File: src/logic/rhms_pkg.sv
// rhms_pkg: constants, mode codes, carriers and states of the
// reset halt and mode select block.
// assumes a single 125 MHz system clock shared by every user.
`default_nettype none
package rhms_pkg;

    localparam int RHMS_MODE_W = 4;
    localparam int RHMS_PORT_W = 4;

    typedef logic [RHMS_MODE_W-1:0] rhms_mode_t;
    typedef logic [RHMS_PORT_W-1:0] rhms_port_t;

    // operating mode strap codes
    localparam rhms_mode_t RHMS_MODE_NORMAL = 4'h0;
    localparam rhms_mode_t RHMS_MODE_EEPROM = 4'h1;
    localparam rhms_mode_t RHMS_MODE_RSV_LO = 4'h2;
    localparam rhms_mode_t RHMS_MODE_RSV_HI = 4'h7;
    localparam rhms_mode_t RHMS_MODE_FAILOVER = 4'h8;
    localparam rhms_mode_t RHMS_MODE_EE_FO = 4'h9;
    localparam rhms_mode_t RHMS_MODE_EE_FO_ALT = 4'hA;

    localparam rhms_port_t RHMS_UPSTREAM_PORT0 = 4'h0;
    localparam rhms_port_t RHMS_ALT_PORT_DEF = 4'h2;

    // length of the internal reset procedure
    localparam int RHMS_CLK_PERIOD_NS = 8;
    localparam int RHMS_RESET_PROC_NS = 1000;
    localparam int RHMS_RESET_PROC_CYC =
        (RHMS_RESET_PROC_NS + RHMS_CLK_PERIOD_NS - 1) / RHMS_CLK_PERIOD_NS;

    // strap reset values of the synchronisers
    localparam logic RHMS_FUND_RST_N_RST = 1'b0;
    localparam logic RHMS_HOLD_REQ_RST = 1'b0;
    localparam rhms_mode_t RHMS_MODE_RST = 4'h0;

    typedef struct packed {
        logic eeprom_init;
        logic failover;
        rhms_port_t upstream_port;
        logic reserved;
    } rhms_cfg_t;

    typedef struct packed {
        logic core_reset_n;
        logic link_fund_reset;
        logic smbus_enable;
        logic switch_enable;
        logic halted;
    } rhms_ctl_t;

    typedef enum logic [2:0] {
        RHMS_ST_FUND,
        RHMS_ST_INIT,
        RHMS_ST_HALT,
        RHMS_ST_EEPROM,
        RHMS_ST_RUN
    } rhms_state_t;

endpackage : rhms_pkg
`default_nettype wire

File: src/logic/rhms_sync.sv
// rhms_sync: three flip-flop input synchroniser for board pins.
// assumes the pin is asynchronous to clk; output moves only once
// the second and third stages agree.
`timescale 1ns/1ps
`default_nettype none
module rhms_sync #(
    parameter int WIDTH = 1,
    parameter logic [WIDTH-1:0] RST_VAL = '0
) (
    input wire logic clk,               // system clock
    input wire logic rstn,              // synchronous reset, active low
    input wire logic [WIDTH-1:0] pin,   // asynchronous pin level
    output logic [WIDTH-1:0] level      // filtered synchronous level
);
    logic [WIDTH-1:0] ff1_reg;
    logic [WIDTH-1:0] ff2_reg;
    logic [WIDTH-1:0] ff3_reg;

    always_ff @(posedge clk) begin
        if (!rstn) begin
            ff1_reg <= RST_VAL;
            ff2_reg <= RST_VAL;
            ff3_reg <= RST_VAL;
        end else begin
            ff1_reg <= pin;
            ff2_reg <= ff1_reg;
            ff3_reg <= ff2_reg;
        end
    end

    // a one-cycle disagreement is a glitch still settling, not a change
    always_ff @(posedge clk) begin
        if (!rstn) begin
            level <= RST_VAL;
        end else if (ff2_reg == ff3_reg) begin
            level <= ff3_reg;
        end
    end
endmodule : rhms_sync
`default_nettype wire

File: src/logic/rhms_top.sv
// rhms_top: reset halt and operating mode select for the switch core.
// assumes the smbus slave logic pulses halt_bit_clear when a master
// clears the halt bit, and the eeprom loader pulses eeprom_init_done.
//
// Overview of operation
// - halt request in reset: finish reset procedure, then hold with smbus on.
// - leave the halted state only when an smbus master clears the halt bit or a fundamental reset arrives.
// - code 0x0 normal operation; 0x1 normal after serial eeprom load.
// - code 0x8 normal with upstream failover, port 0 upstream.
// - code 0x9 eeprom load plus upstream failover, port 0 upstream.
// - code 0xA eeprom load plus failover, upstream port set by parameter.
// - fundamental reset holds the core in reset, clears the halt bit and resets the serial links.
`timescale 1ns/1ps
`default_nettype none
module rhms_top
    import rhms_pkg::*;
#(
    parameter int RESET_PROC_CYCLES = RHMS_RESET_PROC_CYC,
    parameter rhms_pkg::rhms_port_t ALT_UPSTREAM_PORT =
        rhms_pkg::RHMS_ALT_PORT_DEF
) (
    input wire logic clk,                          // system clock
    input wire logic rstn,                         // sync reset, active low
    input wire logic fundamental_reset_n,          // reset pin, active low
    input wire logic reset_hold_request,           // halt strap pin
    input wire rhms_pkg::rhms_mode_t operating_mode_strap, // mode straps
    input wire logic halt_bit_clear,               // smbus clears halt bit
    input wire logic eeprom_init_done,             // eeprom load finished
    output rhms_pkg::rhms_ctl_t ctl,               // core and link controls
    output rhms_pkg::rhms_cfg_t cfg,               // decoded mode
    output rhms_pkg::rhms_mode_t mode_latched,     // sampled strap value
    output logic halt_bit,                         // halt bit readback
    output logic eeprom_init_start                 // one-cycle load request
);
    import rhms_pkg::*;

    localparam int CNT_W = $clog2(RESET_PROC_CYCLES + 1);
    localparam logic [CNT_W-1:0] CNT_LAST =
        CNT_W'(RESET_PROC_CYCLES - 1);
    localparam logic [CNT_W-1:0] CNT_ZERO = '0;

    function automatic rhms_cfg_t decode_mode(input rhms_mode_t m);
        rhms_cfg_t c;
        c = '0;
        c.upstream_port = RHMS_UPSTREAM_PORT0;
        case (m)
            RHMS_MODE_NORMAL: begin
            end
            RHMS_MODE_EEPROM: begin
                c.eeprom_init = 1'b1;
            end
            RHMS_MODE_FAILOVER: begin
                c.failover = 1'b1;
            end
            RHMS_MODE_EE_FO: begin
                c.eeprom_init = 1'b1;
                c.failover = 1'b1;
            end
            RHMS_MODE_EE_FO_ALT: begin
                c.eeprom_init = 1'b1;
                c.failover = 1'b1;
                c.upstream_port = ALT_UPSTREAM_PORT;
            end
            default: begin
                // undefined codes run as plain normal mode, flagged
                c.reserved = 1'b1;
            end
        endcase
        return c;
    endfunction : decode_mode

    function automatic rhms_ctl_t ctl_of(input rhms_state_t s);
        rhms_ctl_t k;
        k = '0;
        case (s)
            RHMS_ST_FUND: begin
                k.link_fund_reset = 1'b1;
            end
            RHMS_ST_INIT: begin
            end
            RHMS_ST_HALT: begin
                k.smbus_enable = 1'b1;
                k.halted = 1'b1;
            end
            RHMS_ST_EEPROM: begin
                k.core_reset_n = 1'b1;
                k.smbus_enable = 1'b1;
            end
            RHMS_ST_RUN: begin
                k.core_reset_n = 1'b1;
                k.smbus_enable = 1'b1;
                k.switch_enable = 1'b1;
            end
            default: begin
                k.link_fund_reset = 1'b1;
            end
        endcase
        return k;
    endfunction : ctl_of

    logic fund_ok;
    logic hold_req_s;
    rhms_mode_t strap_s;
    rhms_state_t state_reg;
    rhms_state_t state_next;
    logic [CNT_W-1:0] cnt_reg;
    logic sample;
    logic proc_done;

    rhms_sync #(.WIDTH(1), .RST_VAL(RHMS_FUND_RST_N_RST)) u_sync_fund (
        .clk(clk),
        .rstn(rstn),
        .pin(fundamental_reset_n),
        .level(fund_ok)
    );

    rhms_sync #(.WIDTH(1), .RST_VAL(RHMS_HOLD_REQ_RST)) u_sync_hold (
        .clk(clk),
        .rstn(rstn),
        .pin(reset_hold_request),
        .level(hold_req_s)
    );

    rhms_sync #(.WIDTH(RHMS_MODE_W), .RST_VAL(RHMS_MODE_RST)) u_sync_mode (
        .clk(clk),
        .rstn(rstn),
        .pin(operating_mode_strap),
        .level(strap_s)
    );

    assign sample = (state_reg == RHMS_ST_FUND) && fund_ok;
    assign proc_done = (state_reg == RHMS_ST_INIT) && (cnt_reg == CNT_LAST);

    always_comb begin
        state_next = state_reg;
        case (state_reg)
            RHMS_ST_FUND: begin
                if (fund_ok) begin
                    state_next = RHMS_ST_INIT;
                end
            end
            RHMS_ST_INIT: begin
                if (proc_done) begin
                    if (halt_bit) begin
                        state_next = RHMS_ST_HALT;
                    end else if (cfg.eeprom_init) begin
                        state_next = RHMS_ST_EEPROM;
                    end else begin
                        state_next = RHMS_ST_RUN;
                    end
                end
            end
            RHMS_ST_HALT: begin
                if (!halt_bit) begin
                    if (cfg.eeprom_init) begin
                        state_next = RHMS_ST_EEPROM;
                    end else begin
                        state_next = RHMS_ST_RUN;
                    end
                end
            end
            RHMS_ST_EEPROM: begin
                if (eeprom_init_done) begin
                    state_next = RHMS_ST_RUN;
                end
            end
            RHMS_ST_RUN: begin
            end
            default: begin
                state_next = RHMS_ST_FUND;
            end
        endcase
        if (!fund_ok) begin
            state_next = RHMS_ST_FUND;
        end
    end

    always_ff @(posedge clk) begin
        if (!rstn) begin
            state_reg <= RHMS_ST_FUND;
        end else begin
            state_reg <= state_next;
        end
    end

    always_ff @(posedge clk) begin
        if (!rstn || state_reg != RHMS_ST_INIT) begin
            cnt_reg <= CNT_ZERO;
        end else if (!proc_done) begin
            cnt_reg <= cnt_reg + 1'b1;
        end
    end

    // outputs follow state_next so they line up with state_reg
    // registered controls for every state
    always_ff @(posedge clk) begin
        if (!rstn) begin
            ctl <= ctl_of(RHMS_ST_FUND);
        end else begin
            ctl <= ctl_of(state_next);
        end
    end

    always_ff @(posedge clk) begin
        if (!rstn) begin
            mode_latched <= RHMS_MODE_RST;
            cfg <= decode_mode(RHMS_MODE_RST);
        end else if (sample) begin
            mode_latched <= strap_s;
            cfg <= decode_mode(strap_s);
        end
    end

    // halt bit: loaded at release, cleared afterwards over smbus or by fundamental reset;
    // a clear in the sampling cycle loses to the load
    always_ff @(posedge clk) begin
        if (!rstn) begin
            halt_bit <= 1'b0;
        end else if (sample) begin
            halt_bit <= hold_req_s;
        end else if (state_reg == RHMS_ST_FUND || !fund_ok) begin
            halt_bit <= 1'b0;
        end else if (halt_bit_clear) begin
            halt_bit <= 1'b0;
        end
    end

    always_ff @(posedge clk) begin
        if (!rstn) begin
            eeprom_init_start <= 1'b0;
        end else begin
            eeprom_init_start <= (state_next == RHMS_ST_EEPROM) &&
                                 (state_reg != RHMS_ST_EEPROM);
        end
    end

    halt_entry_a: assert property (@(posedge clk) disable iff (!rstn)
        proc_done && halt_bit && fund_ok |=> ctl.halted && ctl.smbus_enable)
        else $error("halt not entered after reset procedure");
    halt_procdur_a: assert property (@(posedge clk) disable iff (!rstn)
        $rose(ctl.halted) |-> $past(state_reg, 1) == RHMS_ST_INIT
            && $past(cnt_reg, 1) == CNT_LAST)
        else $error("halt entered before reset procedure done");
    halt_stay_a: assert property (@(posedge clk) disable iff (!rstn)
        state_reg == RHMS_ST_HALT && halt_bit && fund_ok |=>
            state_reg == RHMS_ST_HALT)
        else $error("halt left while halt bit still set");
    halt_exit_a: assert property (@(posedge clk) disable iff (!rstn)
        state_reg == RHMS_ST_HALT && halt_bit_clear && fund_ok |=>
            ##1 !ctl.halted && ctl.core_reset_n)
        else $error("halt not left after halt bit clear");
    mode_base_a: assert property (@(posedge clk) disable iff (!rstn)
        state_reg == RHMS_ST_INIT && mode_latched == RHMS_MODE_NORMAL |->
            !cfg.eeprom_init && !cfg.failover && !cfg.reserved)
        else $error("mode 0 decoded wrongly");
    mode_ee_a: assert property (@(posedge clk) disable iff (!rstn)
        eeprom_init_start |-> cfg.eeprom_init && mode_latched[0] !=
            mode_latched[1] && !cfg.reserved)
        else $error("eeprom load started in a mode without it");
    mode_fo_a: assert property (@(posedge clk) disable iff (!rstn)
        state_reg != RHMS_ST_FUND && mode_latched == RHMS_MODE_FAILOVER |->
            cfg.failover && !cfg.eeprom_init &&
            cfg.upstream_port == RHMS_UPSTREAM_PORT0)
        else $error("mode 8 decoded wrongly");
    mode_eefo_a: assert property (@(posedge clk) disable iff (!rstn)
        state_reg != RHMS_ST_FUND && mode_latched == RHMS_MODE_EE_FO |->
            cfg.failover && cfg.eeprom_init &&
            cfg.upstream_port == RHMS_UPSTREAM_PORT0)
        else $error("mode 9 decoded wrongly");
    mode_alt_a: assert property (@(posedge clk) disable iff (!rstn)
        state_reg != RHMS_ST_FUND && mode_latched == RHMS_MODE_EE_FO_ALT |->
            cfg.failover && cfg.eeprom_init &&
            cfg.upstream_port == ALT_UPSTREAM_PORT)
        else $error("mode A decoded wrongly");
    fund_reset_a: assert property (@(posedge clk) disable iff (!rstn)
        !fund_ok |=> ctl.link_fund_reset && !ctl.core_reset_n &&
            !ctl.smbus_enable && !halt_bit)
        else $error("fundamental reset not applied");
    strap_hold_a: assert property (@(posedge clk) disable iff (!rstn)
        state_reg != RHMS_ST_FUND && $past(state_reg) != RHMS_ST_FUND |->
            $stable(mode_latched) && $stable(cfg))
        else $error("sampled mode changed outside reset");
    halt_quiet_a: assert property (@(posedge clk) disable iff (!rstn)
        ctl.halted |-> !ctl.switch_enable && !ctl.core_reset_n &&
            ctl.smbus_enable && !eeprom_init_start)
        else $error("switching active while halted");
endmodule : rhms_top
`default_nettype wire

File: config.mk
export PLATFORM = sky130hd
export DESIGN_NAME = rhms_top
export DESIGN_NICKNAME = d
export VERILOG_FILES = /design/src/logic/rhms_pkg.sv /design/src/logic/rhms_sync.sv /design/src/logic/rhms_top.sv
export SDC_FILE = /design/constraint.sdc
export NUM_CORES = 1
export LEC_CHECK = 0
export BUFFER_PORTS_ARGS = -buffer_cell sky130_fd_sc_hd__buf_2
export CAP_MARGIN = 10
export CORE_ASPECT_RATIO = 1.1
export CORE_UTILIZATION = 35
export CTS_CLUSTER_DIAMETER = 30
export CTS_CLUSTER_SIZE = 20
export DETAILED_ROUTE_END_ITERATION = 16
export GPL_TIMING_DRIVEN = 0
export SYNTH_ARGS = -nofsm -noshare
export SYNTH_HDL_FRONTEND = slang
export SYNTH_SLANG_ARGS = --single-unit
File: constraint.sdc
create_clock -name clk -period 1.5 [get_ports clk]
set_input_delay 0.3 -clock clk [delete_from_list [all_inputs] [get_ports clk]]
set_output_delay 0.3 -clock clk [all_outputs]
set_load 0.05 [all_outputs]
======== Word-level counts from Yosys, hierarchy flattened ========
Index checks and enable logic that the tools add are counted.
word-level totals
  register bits ........................... 52
  input port bits ......................... 10
  memories ................................ 0
  memory bits (writable) .................. 0
  memory bits (read-only) ................. 0
  bits in latches ......................... 0
  word-level logic and storage cells ...... 80
operators by class
  equal/unequal tests ..................... 18
  divide/modulo/power cells ............... 0
  reduce and logical (&&, ||, !) cells .... 16
  $add $sub $neg .......................... 1
  order comparisons ....................... 0
  muxes and demuxes ....................... 19
  multipliers ............................. 0
  bitwise logic cells ..................... 0
  shift-type cells ........................ 0
operators by type and width
  operator                                                number
  two-way mux 3 bit                                       6
  case mux 3 bit (5 select lines)                         1
  == test 3 x 2 -> 1 bit (second input constant)          4
  == test 4 bit (second input constant)                   3
  two-way mux 1 bit                                       11
  OR reduction 3 bit                                      3
  adder 7 x 1 -> 7 bit (second input constant)            1
  == test 7 bit (second input constant)                   1
  == test 3 x 1 -> 1 bit (second input constant)          2
  == test 3 bit (second input constant)                   2
  OR reduction 5 bit                                      1
  == test 4 x 1 -> 1 bit (second input constant)          1
  == test 4 bit                                           1
  zero test 4 bit                                         1
  OR reduction 4 bit                                      1
  logical AND 1 bit                                       3
  zero test 3 bit                                         1
  inequality test 3 x 1 -> 1 bit (second input constant)  1
  inequality test 3 x 2 -> 1 bit (second input constant)  1
  nonzero test 3 bit                                      1
  == test 1 bit                                           2
  zero test 1 bit                                         2
  logical OR 1 bit                                        2
  two-way mux 2 bit                                       1
  OR reduction 2 bit                                      1

======== Logic depth before layout (Yosys ltp) ========
  word-level depth ........................ 8
  depth in mapped cells ................... 7
  gate-level depth less buffers ........... 6

======== Modules after synthesis ========
From an unflattened synthesis, not the netlist that was laid out.
unflattened totals
  cell total of the unflattened synthesis .. 191
  area total of the unflattened synthesis .. 1831.8 sq um
by module, submodules not included
  module                        cells an instance  instances  area an instance (sq um)  seq. area each (sq um)
  rhms_top                      124                1          1069.8                    500.5
  rhms_sync at u_sync_mode      47                 1          529.3                     320.3
  rhms_sync at u_sync_fund ...  10                 2          116.4                     80.1

======== Least setup slack after synthesis ========
OpenSTA, ideal clock, no wires.
  path type ............................... reg2reg
  from .................................... register cfg[6] (netlist bit)
  to ...................................... register eeprom_init_start
  arrival time ............................ 1.576 ns
  cell stages (with the launch flop) ...... 5
  library setup time ...................... 0.080 ns
  required time ........................... 1.420 ns
  slack ................................... -0.156 ns
  path buffers ............................ 0
  cell sequence ........................... dfxtp_1 > nor2b_1 > nor4_1 > or4_1 > nor3b_1
on the way
  longest elaborated chain between the ends .. 7
  elaborated cells on any way between the ends .. 8
ends and longest elaborated chain
  item                               line                              text
  start, declared                    rhms_top.sv:30                    output rhms_pkg::rhms_cfg_t cfg,
  start signal, assigned             rhms_top.sv:207                   cfg <= decode_mode(RHMS_MODE_RST);
  start signal, assigned             rhms_top.sv:210                   cfg <= decode_mode(strap_s);
  two-way mux 3 bit *                rhms_top.sv:146, rhms_top.sv:155
  two-way mux 3 bit                  rhms_top.sv:144                   if (halt_bit) begin
  two-way mux 3 bit                  rhms_top.sv:143                   if (proc_done) begin
  case mux 3 bit (5 select lines) *  rhms_top.sv:136                   case (state_reg)
  two-way mux 3 bit *                rhms_top.sv:173                   if (!fund_ok) begin
  == test 3 x 2 -> 1 bit *           rhms_top.sv:232                   eeprom_init_start <= (state_next == RHMS_ST_EEPROM) &&
  logical AND 1 bit *                rhms_top.sv:232
  end signal, assigned               rhms_top.sv:232
  end, declared                      rhms_top.sv:33                    output logic eeprom_init_start
Every way passes the cells marked *; elsewhere a longest branch is shown, timed or not.
A chain may end at the register's enable or synchronous reset.

======== Final worst setup path ========
  from .................................... register state_reg[1]
  to ...................................... register cfg[6] (netlist bit)
on the way
  longest elaborated chain between the ends .. 2
ends and longest elaborated chain
  item                    line             text
  start, declared         rhms_top.sv:104  rhms_state_t state_reg;
  start signal, assigned  rhms_top.sv:182  state_reg <= state_next;
  zero test 3 bit         rhms_top.sv:131  assign sample = (state_reg == RHMS_ST_FUND) && fund_ok;
  logical AND 1 bit       rhms_top.sv:131
No other way between the ends.

==> results by group <==
Clocking
  – Sink count of the clock tree: 49
  – Cell at the root of the clock tree: clkbuf_8
  – CTS tree: done
  – Clock-pin slew of the registers on the worst-case setup and hold paths: 100 ps
  – Clock latency on the worst-skew pair: 300 ps
  – Hold-fix buffers, CTS: 0
  – Num CTS Buffers: 5
  – Total number of H-tree levels: 2
  – Maximum number of buffers from clock root to sink: 2

Drt
  – Top routing layer in use: met4
  – Antenna-violating nets left: 0
  – Wirelength, routed: 3330 µm
  – Routed wire length per instance: 10.3 µm
  – Met1 wire length: 1590 µm
  – Detailed-routing iteration count for the pre-antenna-repair pass: 4
  – Count of routing violations after the opening detailed-route iteration: 88
  – Number of design rule violations left after detail routing: 0
  – Routed length on met3: 143 µm
  – Total met2 wirelength after detailed routing: 1520 µm
  – Via count of the routed design: 1,432
  – Routed via count divided by cell count: 4.43

Global route
  – Antenna violations before repair: 0
  – Global-route wire length before repair: 5530 µm
  – Global routing usage summed across all routing layers: 12.5%
  – Via count of the first global-routing pass: 1,250
  – Maximum number of pins on one net before global-route repair: 18
  – Congestion Overflow GR: 0

Worst setup path
  – Largest fanout of any net on the critical path: 10
  – Worst R2R Path Depth: 4
  – Arrival time of data at the critical path endpoint: 1710 ps
  – Crit start category: register
  – Critical Path RT: 1750 ps
  – Nature of the critical path endpoint: register
  – Start point of the critical path: state_reg[1]
  – Worst reg2reg startpoint: state_reg[1]
  – Category of the critical setup timing path: reg -> reg

Job
  – Max-capacitance violation count: 0

Placement
  – Final GP Congestion: 0.784
  – Count of input and output buffers: 24
  – Dpl hpwl: 2240 µm

Power
  – Share of power burned in the clock network: 35.9%
  – Worst IR Drop VDD: 549 µV
  – Part of the power in registers: 59.9%
  – Design internal power: 0.00170 W
  – Combinational fraction of design power: 4.1%
  – Leakage power: 0.942 nW
  – Net switching share of the total power: 23.4%
  – Net switching power: 0.000519 W
  – Power density over cell area: 919 nW/µm²

Yosys
  – Number of warning messages in the yosys log: 0
  – Gate Count Post-Synth: 204
  – Mean instance size in the synthesized netlist: 9.47 µm²
  – Total standard cell area after synthesis: 1930 µm²
  – Number of storage elements in the synthesis netlist: 49
  – Cell variety after synth: 35
  – Post-synthesis sequential area ratio: 50.8%

Timing
  – Unrepaired setup endpoints after global routing: true
  – Final slew viol count: 0
  – TNS Setup: 0 ps
  – Min cycle time layout: 1470 ps
  – Highest attainable clock frequency: 683 MHz
  – Final hold violation count: 0
  – Number of failing setup endpoints in the final timing report: 0
  – Post-route clock skew: 7.95 ps
  – Ratio of final minimum period to clock period: 97.7%

Finish
  – P&R area growth vs syn: 25.2%
  – Fraction of layout cells with a size suffix above 1: 29.0%
  – Core Util, Final: 45.1%
  – Commonest non-fill, non-tap cells in the layout: dfxtp_1, buf_2, nand2_1
  – Nets@finish: 259
  – Count of inserted antenna diode cells: 0
  – Most common library cell in the layout ignoring fill and taps: dfxtp_1
  – Flip-flop count of the largest register, all copies and words added: 7

Floorplan
  – Ports placed on the boundary: 28
  – Die Area: 5820 µm²
  – # rows: 28
  – Height of the die: 79.9 µm
  – Die width: 72.8 µm
  – Total core area: 5360 µm²
  – Starting Density: 36.0%

Worst hold path
  – Worst hold path cell count: 2
  – Worst hold-check path type: in -> reg
  – Min-delay src: operating_mode_strap[2]

Status
  – Run status: completed
-- Yosys cell counts, drive strengths merged --
cell type   n  area share [%]
buf         8             3.4
o21ai       7             1.8
dfxtp      49              51
nand4b      2            0.91
a21oi       6             1.6
o31ai       2            0.78
nand2      21             4.1
and2       20             6.5
or4b        2             1.2
a211oi      1            0.39
o21bai      1            0.39
mux2i       6             3.1
and3        4             1.3
nand4       1            0.32
or4         1            0.39
inv         5            0.97
ha          2             1.3
nor2b       8             2.6
clkbuf      4            0.78
a31oi       1            0.32
nand2b      3            0.97
nand3       5             1.3
and4        2            0.91
o31a        2            0.91
nor3b       4             1.6
nor3        5             1.3
conb        1            0.19
a21boi      9             3.5
or3         2            0.65
nor4        1            0.32
xnor2       7             3.2
nor2       12             2.3
-- critical path, cell delays in order (launching register included) --
cell and delay (ps):
dfxtp_2 350, buf_6 140, or4b_4 560, o31ai_2 210, and2_1 140
-- stage by stage --
step | worst slack (ps) | hold slack [ps] | total power (W) | instance area (µm²) | instances
6_report | 34.9 | 194 | 0.00222 | 2420 | 323
5_1_grt | -38.3 | 173 | 0.00232 | 2420 | 323
4_1_cts | -0.409 | 181 | 0.00225 | 2320 | 316
3_5_place_dp | -108 | 418 | 0.00145 | 2160 | 305
3_3_place_gp | -108 | 413 | 0.00145 | 2160 | 305
2_1_floorplan | 1.91 | 412 | 0.00143 | 1950 | 206
-- final timing paths --
path	endpoint	slack (ps)
hold reg to reg	u_sync_hold.ff2_reg	440
setup / recovery	cfg[6]	30
setup reg to reg	cfg[6]	30
hold / removal	u_sync_mode.ff1_reg[2]	190
-- what timing repair did --
item                       CTS  global route
gates cloned                 0             1
setup buffers                4             7
gates resized for setup     10            15
pin swaps                    3             4
setup endpoints to repair    9            12
-- power by group through the flow --
stage,sequential [W],clock (W),combinational [W]
floorplan,0.00136,0,0.0000697
global placement,0.00136,0,0.0000916
detailed placement,0.00136,0,0.0000921
CTS,0.00133,0.000829,0.0000925
global route,0.00134,0.000885,0.000101
finish,0.00133,0.000798,0.0000917
-- cells by family after synthesis --
group	after synthesis	synth area share, %
compound gates	29	9.65
xor+xnor	7	3.17
fa+ha+maj	2	1.30
buf+inv	17	5.18
flops	49	50.8
mux	6	3.11
other cells	1	0.194
simple gates	93	26.6
-- metal layers --
| metal | vias up | GRT usage (%) |
|---|---|---|
| met3 | 7 | 3.41 |
| met4 | 0 | 7.06 |
| met1 | 625 | 15.3 |
| met2 | 36 | 19.6 |
| met5 | - | 0 |
| li1 | 764 | - |
-- area by class of cell --
class	instances	area, µm²
Inverter	5	18.8
Clock buffer	5	68.8
Buffer	10	68.8
Timing Repair Buffer	36	220
Multi-Input combinational cell	140	935
Clock inverter	3	25.0
Sequential cell	49	988
Fill cell	543	2940
Tap cell	75	93.8
(Power assumes the default switching activity.)
